--- src/rtl/brls_pkg.sv ---
// shared constants and carriers of the basic rf link scheduler
package brls_pkg;

  localparam int CNT_W     = 16;
  localparam int ADDR_W    = 16;
  localparam int TAG_W     = 16;
  localparam int TAG_DEPTH = 4;

  localparam logic [ADDR_W-1:0] GLOBAL_ADDR = 16'hFFFF;

  // rf_mode_select encodings
  localparam logic [2:0] MODE_STREAM = 3'h0;
  localparam logic [2:0] MODE_MULTI  = 3'h1;
  localparam logic [2:0] MODE_REPEAT = 3'h5;
  localparam logic [2:0] MODE_DEST   = 3'h6;

  // timing: figures in ns, counts derived at 250 MHz
  localparam int CLK_PERIOD_NS  = 4;
  localparam int SLOT_TIME_NS   = 1000;
  localparam int BYTE_TIME_NS   = 1000;
  localparam int LISTEN_TIME_NS = 20000;
  localparam int SLOT_CYCLES    = SLOT_TIME_NS / CLK_PERIOD_NS;
  localparam int BYTE_CYCLES    = BYTE_TIME_NS / CLK_PERIOD_NS;
  localparam int LISTEN_CYCLES  = LISTEN_TIME_NS / CLK_PERIOD_NS;

  localparam logic [15:0] LFSR_TAPS  = 16'hB400;
  localparam logic [15:0] LFSR_RESET = 16'hACE1;

  typedef struct packed {
    logic [2:0]        mode;
    logic [3:0]        retry_count;
    logic [CNT_W-1:0]  packetization_threshold;
    logic [CNT_W-1:0]  packetization_timeout;
    logic [CNT_W-1:0]  streaming_limit;
    logic [CNT_W-1:0]  max_packet_size;
    logic [7:0]        delay_slot_count;
    logic [3:0]        extra_transmit_count;
    logic              forced_sync;
    logic [ADDR_W-1:0] dest_address;
    logic [ADDR_W-1:0] address_mask;
    logic [ADDR_W-1:0] source_address;
  } brls_cfg_type;

  typedef struct packed {
    logic [ADDR_W-1:0] dest_address;
    logic [TAG_W-1:0]  packet_tag;
    logic [CNT_W-1:0]  len;
    logic              multi;
    logic              stream_end;
    logic              follow_on;
    logic [CNT_W-1:0]  remain_cyc;
  } brls_hdr_type;

  typedef struct packed {
    logic [CNT_W-1:0]  len;
    logic [ADDR_W-1:0] dest_address;
    logic [TAG_W-1:0]  packet_tag;
    logic              init;
    logic              repeat_copy;
  } brls_pkt_type;

endpackage : brls_pkg

--- src/rtl/brls_scheduler.sv ---
// link-layer tx/rx scheduler for the basic unacknowledged rf modes
`timescale 1ns/1ps
module brls_scheduler #(
  parameter int SLOT_CYC   = brls_pkg::SLOT_CYCLES,
  parameter int BYTE_CYC   = brls_pkg::BYTE_CYCLES,
  parameter int LISTEN_CYC = brls_pkg::LISTEN_CYCLES
) (
  // clock and reset
  input  wire logic                       ref_clk_in,
  input  wire logic                       rst_n_in,
  // configuration
  input  wire brls_pkg::brls_cfg_type     cfg_in,
  input  wire logic [15:0]                seed_in,
  // host transmit buffer
  input  wire logic [brls_pkg::CNT_W-1:0] tx_level_in,
  // radio transmit side
  output brls_pkg::brls_pkt_type          tx_pkt_out,
  output logic                            tx_start_out,
  input  wire logic                       tx_done_in,
  // radio receive side
  input  wire logic                       rx_valid_in,
  input  wire brls_pkg::brls_hdr_type     rx_hdr_in,
  output logic                            rx_enable_out,
  // host output and channel control
  output logic                            deliver_out,
  output logic                            drop_out,
  output logic                            retune_out,
  output logic                            listen_out,
  // status
  output logic                            tx_holdoff_out,
  output logic                            cfg_err_out
);

  localparam int CW = brls_pkg::CNT_W;

  typedef enum logic [1:0] {TX_IDLE, TX_BUSY, TX_GAP} brls_tx_state_type;

  function automatic logic [7:0] brls_rand_below(input logic [15:0] r,
                                                 input logic [7:0]  n);
    logic [15:0] m;
    m = (n == 8'h00) ? 16'h0000 : r % {8'h00, n};
    return m[7:0];
  endfunction : brls_rand_below

  function automatic logic [7:0] brls_max8(input logic [7:0] a,
                                           input logic [7:0] b);
    return (a > b) ? a : b;
  endfunction : brls_max8

  ////////////////////////////////////////////////////////////////////////////
  // random source and slot divider

  logic [15:0] lfsr_r, lfsr_nxt;
  logic        seeded_r;
  logic [31:0] slot_cnt_r, slot_cnt_nxt;
  logic        slot_tick;
  logic        slot_restart;

  // seed taken on the first clock after reset release, never under reset
  always_comb begin
    lfsr_nxt = {lfsr_r[14:0], ^(lfsr_r & brls_pkg::LFSR_TAPS)};
    if (!seeded_r) begin
      lfsr_nxt = (seed_in == 16'h0000) ? brls_pkg::LFSR_RESET : seed_in;
    end
    slot_cnt_nxt = (slot_restart || slot_tick) ? 32'h0 : slot_cnt_r + 32'h1;
  end

  assign slot_tick = (slot_cnt_r == 32'(SLOT_CYC - 1));

  always_ff @(posedge ref_clk_in or negedge rst_n_in) begin
    if (!rst_n_in) begin
      lfsr_r     <= brls_pkg::LFSR_RESET;
      seeded_r   <= 1'b0;
      slot_cnt_r <= 32'h0;
    end else begin
      lfsr_r     <= lfsr_nxt;
      seeded_r   <= 1'b1;
      slot_cnt_r <= slot_cnt_nxt;
    end
  end

  ////////////////////////////////////////////////////////////////////////////
  // receive path

  logic                   rxq_v_r;
  brls_pkg::brls_hdr_type rxq_r;
  logic                   tag_hit;
  logic                   is_global, is_local, is_rep_mode, accept;
  logic                   deliver_r, deliver_nxt, drop_r, drop_nxt;
  logic                   rep_pend_r, rep_pend_nxt;
  brls_pkg::brls_hdr_type rep_hdr_r, rep_hdr_nxt;
  logic [7:0]             rx_slots_nxt;
  logic [CW-1:0]          hold_cyc_r, hold_cyc_nxt;
  logic [7:0]             pend_slots_r, pend_slots_nxt;
  logic [31:0]            listen_r, listen_nxt;
  logic                   retune_r, retune_nxt;
  logic                   rep_taken;
  logic                   rx_en;

  assign is_rep_mode = (cfg_in.mode == brls_pkg::MODE_REPEAT) ||
                       (cfg_in.mode == brls_pkg::MODE_DEST);
  assign is_global   = (rxq_r.dest_address == brls_pkg::GLOBAL_ADDR);
  assign is_local    = ((rxq_r.dest_address ^ cfg_in.source_address) &
                        cfg_in.address_mask) == '0;
  assign accept      = rxq_v_r && !(is_rep_mode && tag_hit);

  brls_tag_record brls_tag_record_i (
    .ref_clk_in  (ref_clk_in),
    .rst_n_in    (rst_n_in),
    .look_in     (rx_valid_in && rx_en),
    .look_tag_in (rx_hdr_in.packet_tag),
    .hit_out     (tag_hit),
    .ins_in      (accept && is_rep_mode),
    .ins_tag_in  (rxq_r.packet_tag)
  );

  always_comb begin
    deliver_nxt    = 1'b0;
    drop_nxt       = 1'b0;
    rep_pend_nxt   = rep_pend_r && !rep_taken;
    rep_hdr_nxt    = rep_hdr_r;
    rx_slots_nxt   = 8'h00;
    hold_cyc_nxt   = (hold_cyc_r != '0) ? hold_cyc_r - 1'b1 : hold_cyc_r;
    pend_slots_nxt = (hold_cyc_r == '0) ? 8'h00 : pend_slots_r;
    listen_nxt     = (listen_r != 32'h0) ? listen_r - 32'h1 : listen_r;
    retune_nxt     = 1'b0;
    if (accept) begin
      // global or own address goes to the host, others are dropped
      deliver_nxt = is_global || is_local;
      drop_nxt    = !(is_global || is_local);
      // repeat global and foreign packets once, destinations never
      if (cfg_in.mode == brls_pkg::MODE_REPEAT &&
          (is_global || !is_local)) begin
        rep_pend_nxt = 1'b1;
        rep_hdr_nxt  = rxq_r;
      end
      if (rxq_r.multi) begin
        hold_cyc_nxt   = rxq_r.remain_cyc;
        pend_slots_nxt = brls_rand_below(lfsr_r, cfg_in.delay_slot_count);
      end else if (rxq_r.stream_end) begin
        rx_slots_nxt = brls_rand_below(lfsr_r, cfg_in.delay_slot_count);
      end
      if (rxq_r.follow_on) begin
        retune_nxt = 1'b1;
        listen_nxt = 32'(LISTEN_CYC);
      end
    end
  end

  always_ff @(posedge ref_clk_in or negedge rst_n_in) begin
    if (!rst_n_in) begin
      rxq_v_r      <= 1'b0;
      rxq_r        <= '0;
      deliver_r    <= 1'b0;
      drop_r       <= 1'b0;
      rep_pend_r   <= 1'b0;
      rep_hdr_r    <= '0;
      hold_cyc_r   <= '0;
      pend_slots_r <= 8'h00;
      listen_r     <= 32'h0;
      retune_r     <= 1'b0;
    end else begin
      rxq_v_r      <= rx_valid_in && rx_en;
      rxq_r        <= rx_hdr_in;
      deliver_r    <= deliver_nxt;
      drop_r       <= drop_nxt;
      rep_pend_r   <= rep_pend_nxt;
      rep_hdr_r    <= rep_hdr_nxt;
      hold_cyc_r   <= hold_cyc_nxt;
      pend_slots_r <= pend_slots_nxt;
      listen_r     <= listen_nxt;
      retune_r     <= retune_nxt;
    end
  end

  ////////////////////////////////////////////////////////////////////////////
  // transmit scheduler

  brls_tx_state_type      st_r, st_nxt;
  brls_pkg::brls_pkt_type pkt_r, pkt_nxt;
  logic                   start_r, start_nxt;
  logic [CW-1:0]          sent_r, sent_nxt;
  logic [3:0]             copies_r, copies_nxt;
  logic                   in_event_r, in_event_nxt;
  logic [7:0]             seq_r, seq_nxt;
  logic [7:0]             hold_slots_r, hold_slots_nxt;
  logic [31:0]            idle_r, idle_nxt;
  logic [CW-1:0]          prev_lvl_r;
  logic                   is_multi, bad_cfg, blocked, gate_ok;
  logic [CW-1:0]          room, len_pick;
  logic [7:0]             tx_slots;

  assign is_multi = (cfg_in.mode == brls_pkg::MODE_MULTI);
  assign bad_cfg  = (cfg_in.mode == brls_pkg::MODE_STREAM &&
                     cfg_in.retry_count != 4'h0) ||
                    (is_multi && cfg_in.extra_transmit_count == 4'h0);
  // responses wait while the network carries earlier traffic
  assign blocked  = (hold_slots_r != 8'h00) || (hold_cyc_r != '0) ||
                    (pend_slots_r != 8'h00) || (listen_r != 32'h0) ||
                    rep_pend_r;
  assign gate_ok  = (tx_level_in != '0) &&
                    ((tx_level_in >= cfg_in.packetization_threshold) ||
                     (idle_r >= 32'(cfg_in.packetization_timeout) *
                                32'(BYTE_CYC)));
  assign room     = cfg_in.streaming_limit - sent_r;
  always_comb begin
    len_pick = tx_level_in;
    if (len_pick > cfg_in.max_packet_size) begin
      len_pick = cfg_in.max_packet_size;
    end
    if (len_pick > room) begin
      len_pick = room;
    end
  end

  assign rep_taken = (st_r == TX_IDLE) && rep_pend_r && !in_event_r;
  assign rx_en     = (st_r == TX_IDLE) || !is_multi || pkt_r.repeat_copy;
  assign tx_slots  = (cfg_in.delay_slot_count == 8'h00) ? 8'h01 :
                     brls_rand_below(lfsr_r, cfg_in.delay_slot_count) + 8'h01;

  always_comb begin
    st_nxt         = st_r;
    pkt_nxt        = pkt_r;
    start_nxt      = 1'b0;
    sent_nxt       = sent_r;
    copies_nxt     = copies_r;
    in_event_nxt   = in_event_r;
    seq_nxt        = seq_r;
    slot_restart   = 1'b0;
    hold_slots_nxt = hold_slots_r;
    if (slot_tick && hold_slots_r != 8'h00) begin
      hold_slots_nxt = hold_slots_r - 8'h01;
    end
    if (rx_slots_nxt != 8'h00 && rx_slots_nxt > hold_slots_r) begin
      hold_slots_nxt = rx_slots_nxt;
      slot_restart   = 1'b1;
    end
    if (hold_cyc_r == 16'h0001 && pend_slots_r != 8'h00) begin
      hold_slots_nxt = brls_max8(hold_slots_nxt, pend_slots_r);
      slot_restart   = 1'b1;
    end
    case (st_r)
      TX_IDLE: begin
        if (rep_taken) begin
          pkt_nxt    = '{rep_hdr_r.len, rep_hdr_r.dest_address,
                         rep_hdr_r.packet_tag, 1'b1, 1'b1};
          copies_nxt = 4'h0;
          start_nxt  = 1'b1;
          st_nxt     = TX_BUSY;
        end else if (!bad_cfg && !cfg_err_out && len_pick != '0 &&
                     (in_event_r || (!blocked && gate_ok))) begin
          seq_nxt      = seq_r + 8'h01;
          pkt_nxt      = '{len_pick, cfg_in.dest_address,
                           {cfg_in.source_address[7:0], seq_r},
                           is_multi || !in_event_r, 1'b0};
          copies_nxt   = is_multi ? cfg_in.extra_transmit_count : 4'h0;
          in_event_nxt = 1'b1;
          start_nxt    = 1'b1;
          st_nxt       = TX_BUSY;
        end
      end
      TX_BUSY: begin
        if (tx_done_in) begin
          st_nxt = TX_GAP;
          if (copies_r != 4'h0) begin
            copies_nxt = copies_r - 4'h1;
            start_nxt  = 1'b1;
            st_nxt     = TX_BUSY;
          end else if (!pkt_r.repeat_copy) begin
            sent_nxt = sent_r + pkt_r.len;
          end
        end
      end
      TX_GAP: begin
        // host has taken the bytes; decide whether the event goes on
        st_nxt = TX_IDLE;
        if (pkt_r.repeat_copy) begin
          st_nxt = TX_IDLE;
        end else if (sent_r >= cfg_in.streaming_limit) begin
          hold_slots_nxt = tx_slots;
          slot_restart   = 1'b1;
          in_event_nxt   = 1'b0;
          sent_nxt       = '0;
        end else if (tx_level_in == '0) begin
          if (!is_multi && cfg_in.delay_slot_count != 8'h00) begin
            hold_slots_nxt = cfg_in.delay_slot_count;
            slot_restart   = 1'b1;
          end
          in_event_nxt = 1'b0;
          sent_nxt     = '0;
        end
      end
      default: begin
        st_nxt = TX_IDLE;
      end
    endcase
  end

  always_comb begin
    idle_nxt = (tx_level_in != prev_lvl_r || st_r != TX_IDLE) ? 32'h0 :
               (idle_r == 32'hFFFF_FFFF) ? idle_r : idle_r + 32'h1;
  end

  always_ff @(posedge ref_clk_in or negedge rst_n_in) begin
    if (!rst_n_in) begin
      st_r         <= TX_IDLE;
      pkt_r        <= '0;
      start_r      <= 1'b0;
      sent_r       <= '0;
      copies_r     <= 4'h0;
      in_event_r   <= 1'b0;
      seq_r        <= 8'h00;
      hold_slots_r <= 8'h00;
      idle_r       <= 32'h0;
      prev_lvl_r   <= '0;
      cfg_err_out  <= 1'b0;
    end else begin
      st_r         <= st_nxt;
      pkt_r        <= pkt_nxt;
      start_r      <= start_nxt;
      sent_r       <= sent_nxt;
      copies_r     <= copies_nxt;
      in_event_r   <= in_event_nxt;
      seq_r        <= seq_nxt;
      hold_slots_r <= hold_slots_nxt;
      idle_r       <= idle_nxt;
      prev_lvl_r   <= tx_level_in;
      cfg_err_out  <= bad_cfg;
    end
  end

  assign tx_pkt_out     = pkt_r;
  assign tx_start_out   = start_r;
  assign rx_enable_out  = rx_en;
  assign deliver_out    = deliver_r;
  assign drop_out       = drop_r;
  assign retune_out     = retune_r;
  assign listen_out     = (listen_r != 32'h0);
  assign tx_holdoff_out = blocked;

  ////////////////////////////////////////////////////////////////////////////
  // checks

  a_global_deliver: assert property (@(posedge ref_clk_in) disable iff
    (!rst_n_in) accept && is_global |=> deliver_out && !drop_out)
    else $error("global packet not delivered");
  a_foreign_drop: assert property (@(posedge ref_clk_in) disable iff
    (!rst_n_in) accept && !is_global && !is_local |=> drop_out)
    else $error("foreign packet not dropped");
  a_seen_ignored: assert property (@(posedge ref_clk_in) disable iff
    (!rst_n_in) rxq_v_r && is_rep_mode && tag_hit
    |=> !deliver_out && !drop_out)
    else $error("seen tag was not ignored");
  a_size_cap: assert property (@(posedge ref_clk_in) disable iff
    (!rst_n_in) tx_start_out && !tx_pkt_out.repeat_copy
    |-> tx_pkt_out.len <= cfg_in.max_packet_size)
    else $error("packet exceeds size cap");
  a_copy_init: assert property (@(posedge ref_clk_in) disable iff
    (!rst_n_in) tx_start_out && is_multi |-> tx_pkt_out.init)
    else $error("multi copy without initializer");
  a_rx_closed: assert property (@(posedge ref_clk_in) disable iff
    (!rst_n_in) is_multi && st_r == TX_BUSY && !pkt_r.repeat_copy
    |-> !rx_enable_out)
    else $error("receiver open between copies");
  a_copy_back: assert property (@(posedge ref_clk_in) disable iff
    (!rst_n_in) tx_done_in && st_r == TX_BUSY && copies_r != 4'h0
    |=> tx_start_out && $stable(tx_pkt_out.len))
    else $error("copy not sent back to back");
  a_stream_noinit: assert property (@(posedge ref_clk_in) disable iff
    (!rst_n_in) tx_start_out && in_event_r && !is_multi &&
    !tx_pkt_out.repeat_copy && $past(in_event_r) |-> !tx_pkt_out.init)
    else $error("follow-on stream packet has initializer");
  a_end_holdoff: assert property (@(posedge ref_clk_in) disable iff
    (!rst_n_in) st_r == TX_GAP && !pkt_r.repeat_copy && !is_multi &&
    sent_r < cfg_in.streaming_limit && tx_level_in == '0 &&
    cfg_in.delay_slot_count != 8'h00
    |=> hold_slots_r >= cfg_in.delay_slot_count)
    else $error("stream end holdoff not loaded");
  a_limit_backoff: assert property (@(posedge ref_clk_in) disable iff
    (!rst_n_in) st_r == TX_GAP && !pkt_r.repeat_copy &&
    sent_r >= cfg_in.streaming_limit
    |=> hold_slots_r != 8'h00 && !in_event_r)
    else $error("limit reached without backoff");

endmodule : brls_scheduler

--- src/rtl/brls_tag_record.sv ---
// four-entry fifo record of recently seen packet tags
`timescale 1ns/1ps
module brls_tag_record #(
  parameter int DEPTH = brls_pkg::TAG_DEPTH,
  parameter int W     = brls_pkg::TAG_W
) (
  // clock and reset
  input  wire logic         ref_clk_in,
  input  wire logic         rst_n_in,
  // lookup, answer one cycle later from a register
  input  wire logic         look_in,
  input  wire logic [W-1:0] look_tag_in,
  output logic              hit_out,
  // insert at the fifo head, oldest entry falls out
  input  wire logic         ins_in,
  input  wire logic [W-1:0] ins_tag_in
);

  logic [W-1:0] tag_r   [DEPTH];
  logic [W-1:0] tag_nxt [DEPTH];
  logic [DEPTH-1:0] vld_r, vld_nxt;
  logic hit_r, hit_nxt;

  always_comb begin
    hit_nxt = 1'b0;
    vld_nxt = vld_r;
    for (int i = 0; i < DEPTH; i++) begin
      tag_nxt[i] = tag_r[i];
      if (look_in && vld_r[i] && tag_r[i] == look_tag_in) begin
        hit_nxt = 1'b1;
      end
    end
    if (ins_in) begin
      for (int i = DEPTH - 1; i > 0; i--) begin
        tag_nxt[i] = tag_r[i-1];
      end
      tag_nxt[0] = ins_tag_in;
      vld_nxt    = {vld_r[DEPTH-2:0], 1'b1};
    end
  end

  always_ff @(posedge ref_clk_in or negedge rst_n_in) begin
    if (!rst_n_in) begin
      vld_r <= '0;
      hit_r <= 1'b0;
      for (int i = 0; i < DEPTH; i++) begin
        tag_r[i] <= '0;
      end
    end else begin
      vld_r <= vld_nxt;
      hit_r <= hit_nxt;
      for (int i = 0; i < DEPTH; i++) begin
        tag_r[i] <= tag_nxt[i];
      end
    end
  end

  assign hit_out = hit_r;

endmodule : brls_tag_record

--- config.mk ---
export PLATFORM = sky130hd
export DESIGN_NAME = brls_scheduler
export DESIGN_NICKNAME = d
export VERILOG_FILES = /design/src/rtl/brls_pkg.sv /design/src/rtl/brls_scheduler.sv /design/src/rtl/brls_tag_record.sv
export SDC_FILE = /design/constraint.sdc
export NUM_CORES = 1
export LEC_CHECK = 0
export BUFFER_PORTS_ARGS = -buffer_cell sky130_fd_sc_hd__buf_2
export CORE_MARGIN = 5
export CORE_UTILIZATION = 45
export DETAILED_ROUTE_END_ITERATION = 10
export PLACE_DENSITY = 0.65
export SKIP_CTS_REPAIR_TIMING = 1
export SLEW_MARGIN = 5
export SYNTH_ARGS = -nofsm -noshare
export SYNTH_HDL_FRONTEND = slang
export SYNTH_SLANG_ARGS = --single-unit
--- constraint.sdc ---
create_clock -name ref_clk_in -period 76.3 [get_ports ref_clk_in]
set_input_delay 11.445 -clock ref_clk_in [delete_from_list [all_inputs] [get_ports ref_clk_in]]
set_output_delay 11.445 -clock ref_clk_in [all_outputs]
set_load 0.05 [all_outputs]
==> reports/results.ini <==
[status]
status = finished, final reports clean

[synth]
synth_nets = 3765
synth-seq-cells = 433
synthArstFlopShare_pct = 100
synth-edff-count = 0
synthesis.instances = 3189
synth_ff_type = dfrtp_1
ys_seq_area_share_pct = 34.9
synth.yosys.warnings = 0
yosysUniqueCellTypes = 108
synth.cell_area_um2 = 31100
synth.avg_cell_area_um2 = 9.74

[setup_path]
criticalPathCategory = in2reg
crit_required_ps = 76740
cp-start-kind = primary input
cpMaxStageDelayCell = a21oi_1
cp_data_arrival_time_ps = 51300
cp_max_fo = 17
critical_path.top_delay_family = compound AO/OA/AOI/OAI gates
critPathMostFrequentCell = ha_1
worst_path_largest_cell_delay_ps = 900
worst-path-buf-inv = 10
cp-end-kind = flop

[detailed_routing]
final_antenna_net_count = 0
wire_per_inst_um = 17.8
drt_iter0_markers = 1264
drt_wl_total_um = 78000
via_count = 24300
drc = 0
first_pass_iters = 5
via_per_inst = 5.55

[placed_design]
io_buffers = 291
gp_congestion = 0.912
dpl.hpwl_um = 60400

[job]
timing.max_cap.violations = 0

[timing]
fin_crit_sh_pct = 66.7
slew_violations = 0
finClkSkew_ps = 55.5
hold_viol = 0
max_freq_mhz = 19.7
period_minus_slack_ps = 50860
worst_slew_pin_slew_ps = 1110
finalSetupViolations = 0
rsz0062_at_grt = no
slew_headroom_pct = 26.2
tns_ps = 0

[die]
fp.dieW_um = 273
placementRows = 96
start_util_pct = 45.4
dieArea_um2 = 74400
die_h_um = 273
core_um2 = 68500
ios = 293

[grt]
gr-total-overflow = 0
grt_max_degree = 166
grt_usage_pct = 20.7
grt_pass1_vias = 24300
antenna_found_initial = 10
grt_first_pass_wirelength_um = 127000

[cts]
cts_inserted_buffers = 46
clk_pin_slew_worst_paths_ps = 60
clock_path_buffers = 3
clock_sinks = 433
clk_latency_ps = 610
htreeDepth = 2
cts_root_buffer = clkbuf_16
cts_tree = done

[cells_and_area]
drive_above_1_share_pct = 18.8
nets = 4023
nFillCells = 6355
areaGrowthSynthToFinish_pct = 12.7

[worst_hold_path]
min_path_type = reg2reg

==> state kept, by name, summed over array words and instances, names as in the netlist, 32 cells and up <==
| register | count |
|---|---|
| idle_r | 32 |
| rep_hdr_r | 48 |
| brls_tag_record_i.tag_r | 64 |
| tx_pkt_out | 50 |
| rxq_r | 67 |
| listen_r | 32 |
| slot_cnt_r | 32 |
==> cell usage after synthesis (all sizes together) (12+ instances only) <==
library cell,count,area share (%)
mux2,177,6.4
ha,284,11
nor3,71,1.1
xor2,105,3.0
or3,30,0.60
nor4,53,1.2
nor2b,24,0.48
nand2b,29,0.58
clkbuf,71,0.86
a21o,62,1.5
mux2i,26,0.86
o211ai,23,0.59
o21a,55,1.3
o21ai,99,1.6
inv,239,2.9
nand4,65,1.3
a211oi,15,0.45
a21boi,12,0.29
o21bai,18,0.44
buf,26,0.56
xnor2,193,5.4
o22ai,50,1.0
a21oi,209,3.4
fa,57,3.7
a31oi,15,0.32
and2,15,0.30
o31ai,27,0.70
nand3,76,1.2
dfrtp,425,34
nor2,268,4.0
nand2,158,1.9
and3,31,0.64
or2,16,0.32
==> per-layer routing <==
metal / vias to the layer above / routed length [um] / global-route usage, %
met3: 130 / 3980 / 4.10
met2: 454 / 36900 / 34.7
met1: 11700 / 34900 / 27.3
li1: 12000 / - / -
met5: - / 75 / 0
met4: 10 / 2220 / 6.11
==> area by class of cell <==
type | count | area (um2) | area share [%]
clock inverter | 19 | 292 | 0.833
inverter | 239 | 897 | 2.56
antenna | 6 | 15.0 | 0.0429
clock buffer | 65 | 1320 | 3.78
multi-input combinational | 2420 | 18900 | 54.1
tap | 882 | 1100 | 3.15
timing repair buffer | 307 | 1600 | 4.57
sequential | 433 | 10800 | 31.0
==> cells in the final DEF (no fill, tap or decap), drive strengths merged, types with 65 or more instances in the layout <==
cell    synthesis  final
xor2          105    105
nand3          76     76
nor2          268    268
a21oi         209    209
dfrtp         425    425
nand2         158    158
inv           239    241
clkbuf         71     65
buf            26    307
o21ai          99     99
mux2          177    177
ha            284    284
nand4          65     65
nor3           71     71
xnor2         193    193
==> worst reg2reg max path: cells and delay by family (launching register included) <==
kind	cells	cell delay, ps
fa+ha+maj	18	5690
flops	1	570
xor+xnor	1	150
mux	10	3920
simple gates	34	7530
compound gates	79	20530
buf+inv	9	1290
==> metrics by stage <==
stage               worst slack (ps)  area (um2)  utilization, %  hold WS [ps]  std cells
finish                         25440       35000            51.1           475       4371
global route                   21800       35000            51.1           491       4366
CTS                            25750       35000            51.1           476       4365
detailed placement             25290       33400            48.7           464       4281
global placement               25320       33400            48.7           461       4281
floorplan                      31320       31100               -           442       3189
==> logic make-up (layout without fill, tap and decap cells) <==
family | Yosys count | count (layout) | synth area share, %
simple gates | 888 | 888 | 15.1
compound gates | 688 | 688 | 14.8
flops | 433 | 433 | 34.9
fa+ha+maj | 342 | 342 | 15.1
buf+inv | 336 | 630 | 4.31
xor+xnor | 298 | 298 | 8.40
mux | 203 | 203 | 7.29
other cells | 1 | 7 | 0.0121
==> final timing paths <==
| check | start | to | slack, ps | cells past startpoint |
|---|---|---|---|---|
| min in group asynchronous | rst_n_in | brls_tag_record_i.tag_r[44]$_DFFE_PN0P_ | 10910 | 1 |
| max in group asynchronous | rst_n_in | slot_cnt_r[7]$_DFF_PN0_ | 62170 | 4 |
| worst max register to register | lfsr_r[15]$_DFF_PN1_ | hold_slots_r[4]$_DFF_PN0_ | 36550 | 151 |
| worst max-delay path | cfg_in[60] | hold_slots_r[4]$_DFF_PN0_ | 25440 | 152 |
| worst min-delay path | rxq_r[20]$_DFF_PN0_ | rep_hdr_r[20]$_DFFE_PN0P_ | 470 | 1 |
| worst min register to register | rxq_r[20]$_DFF_PN0_ | rep_hdr_r[20]$_DFFE_PN0P_ | 470 | 1 |
Power is not shown: default switching activity piles up to over one toggle a cycle in this logic, so the estimate is an artifact.
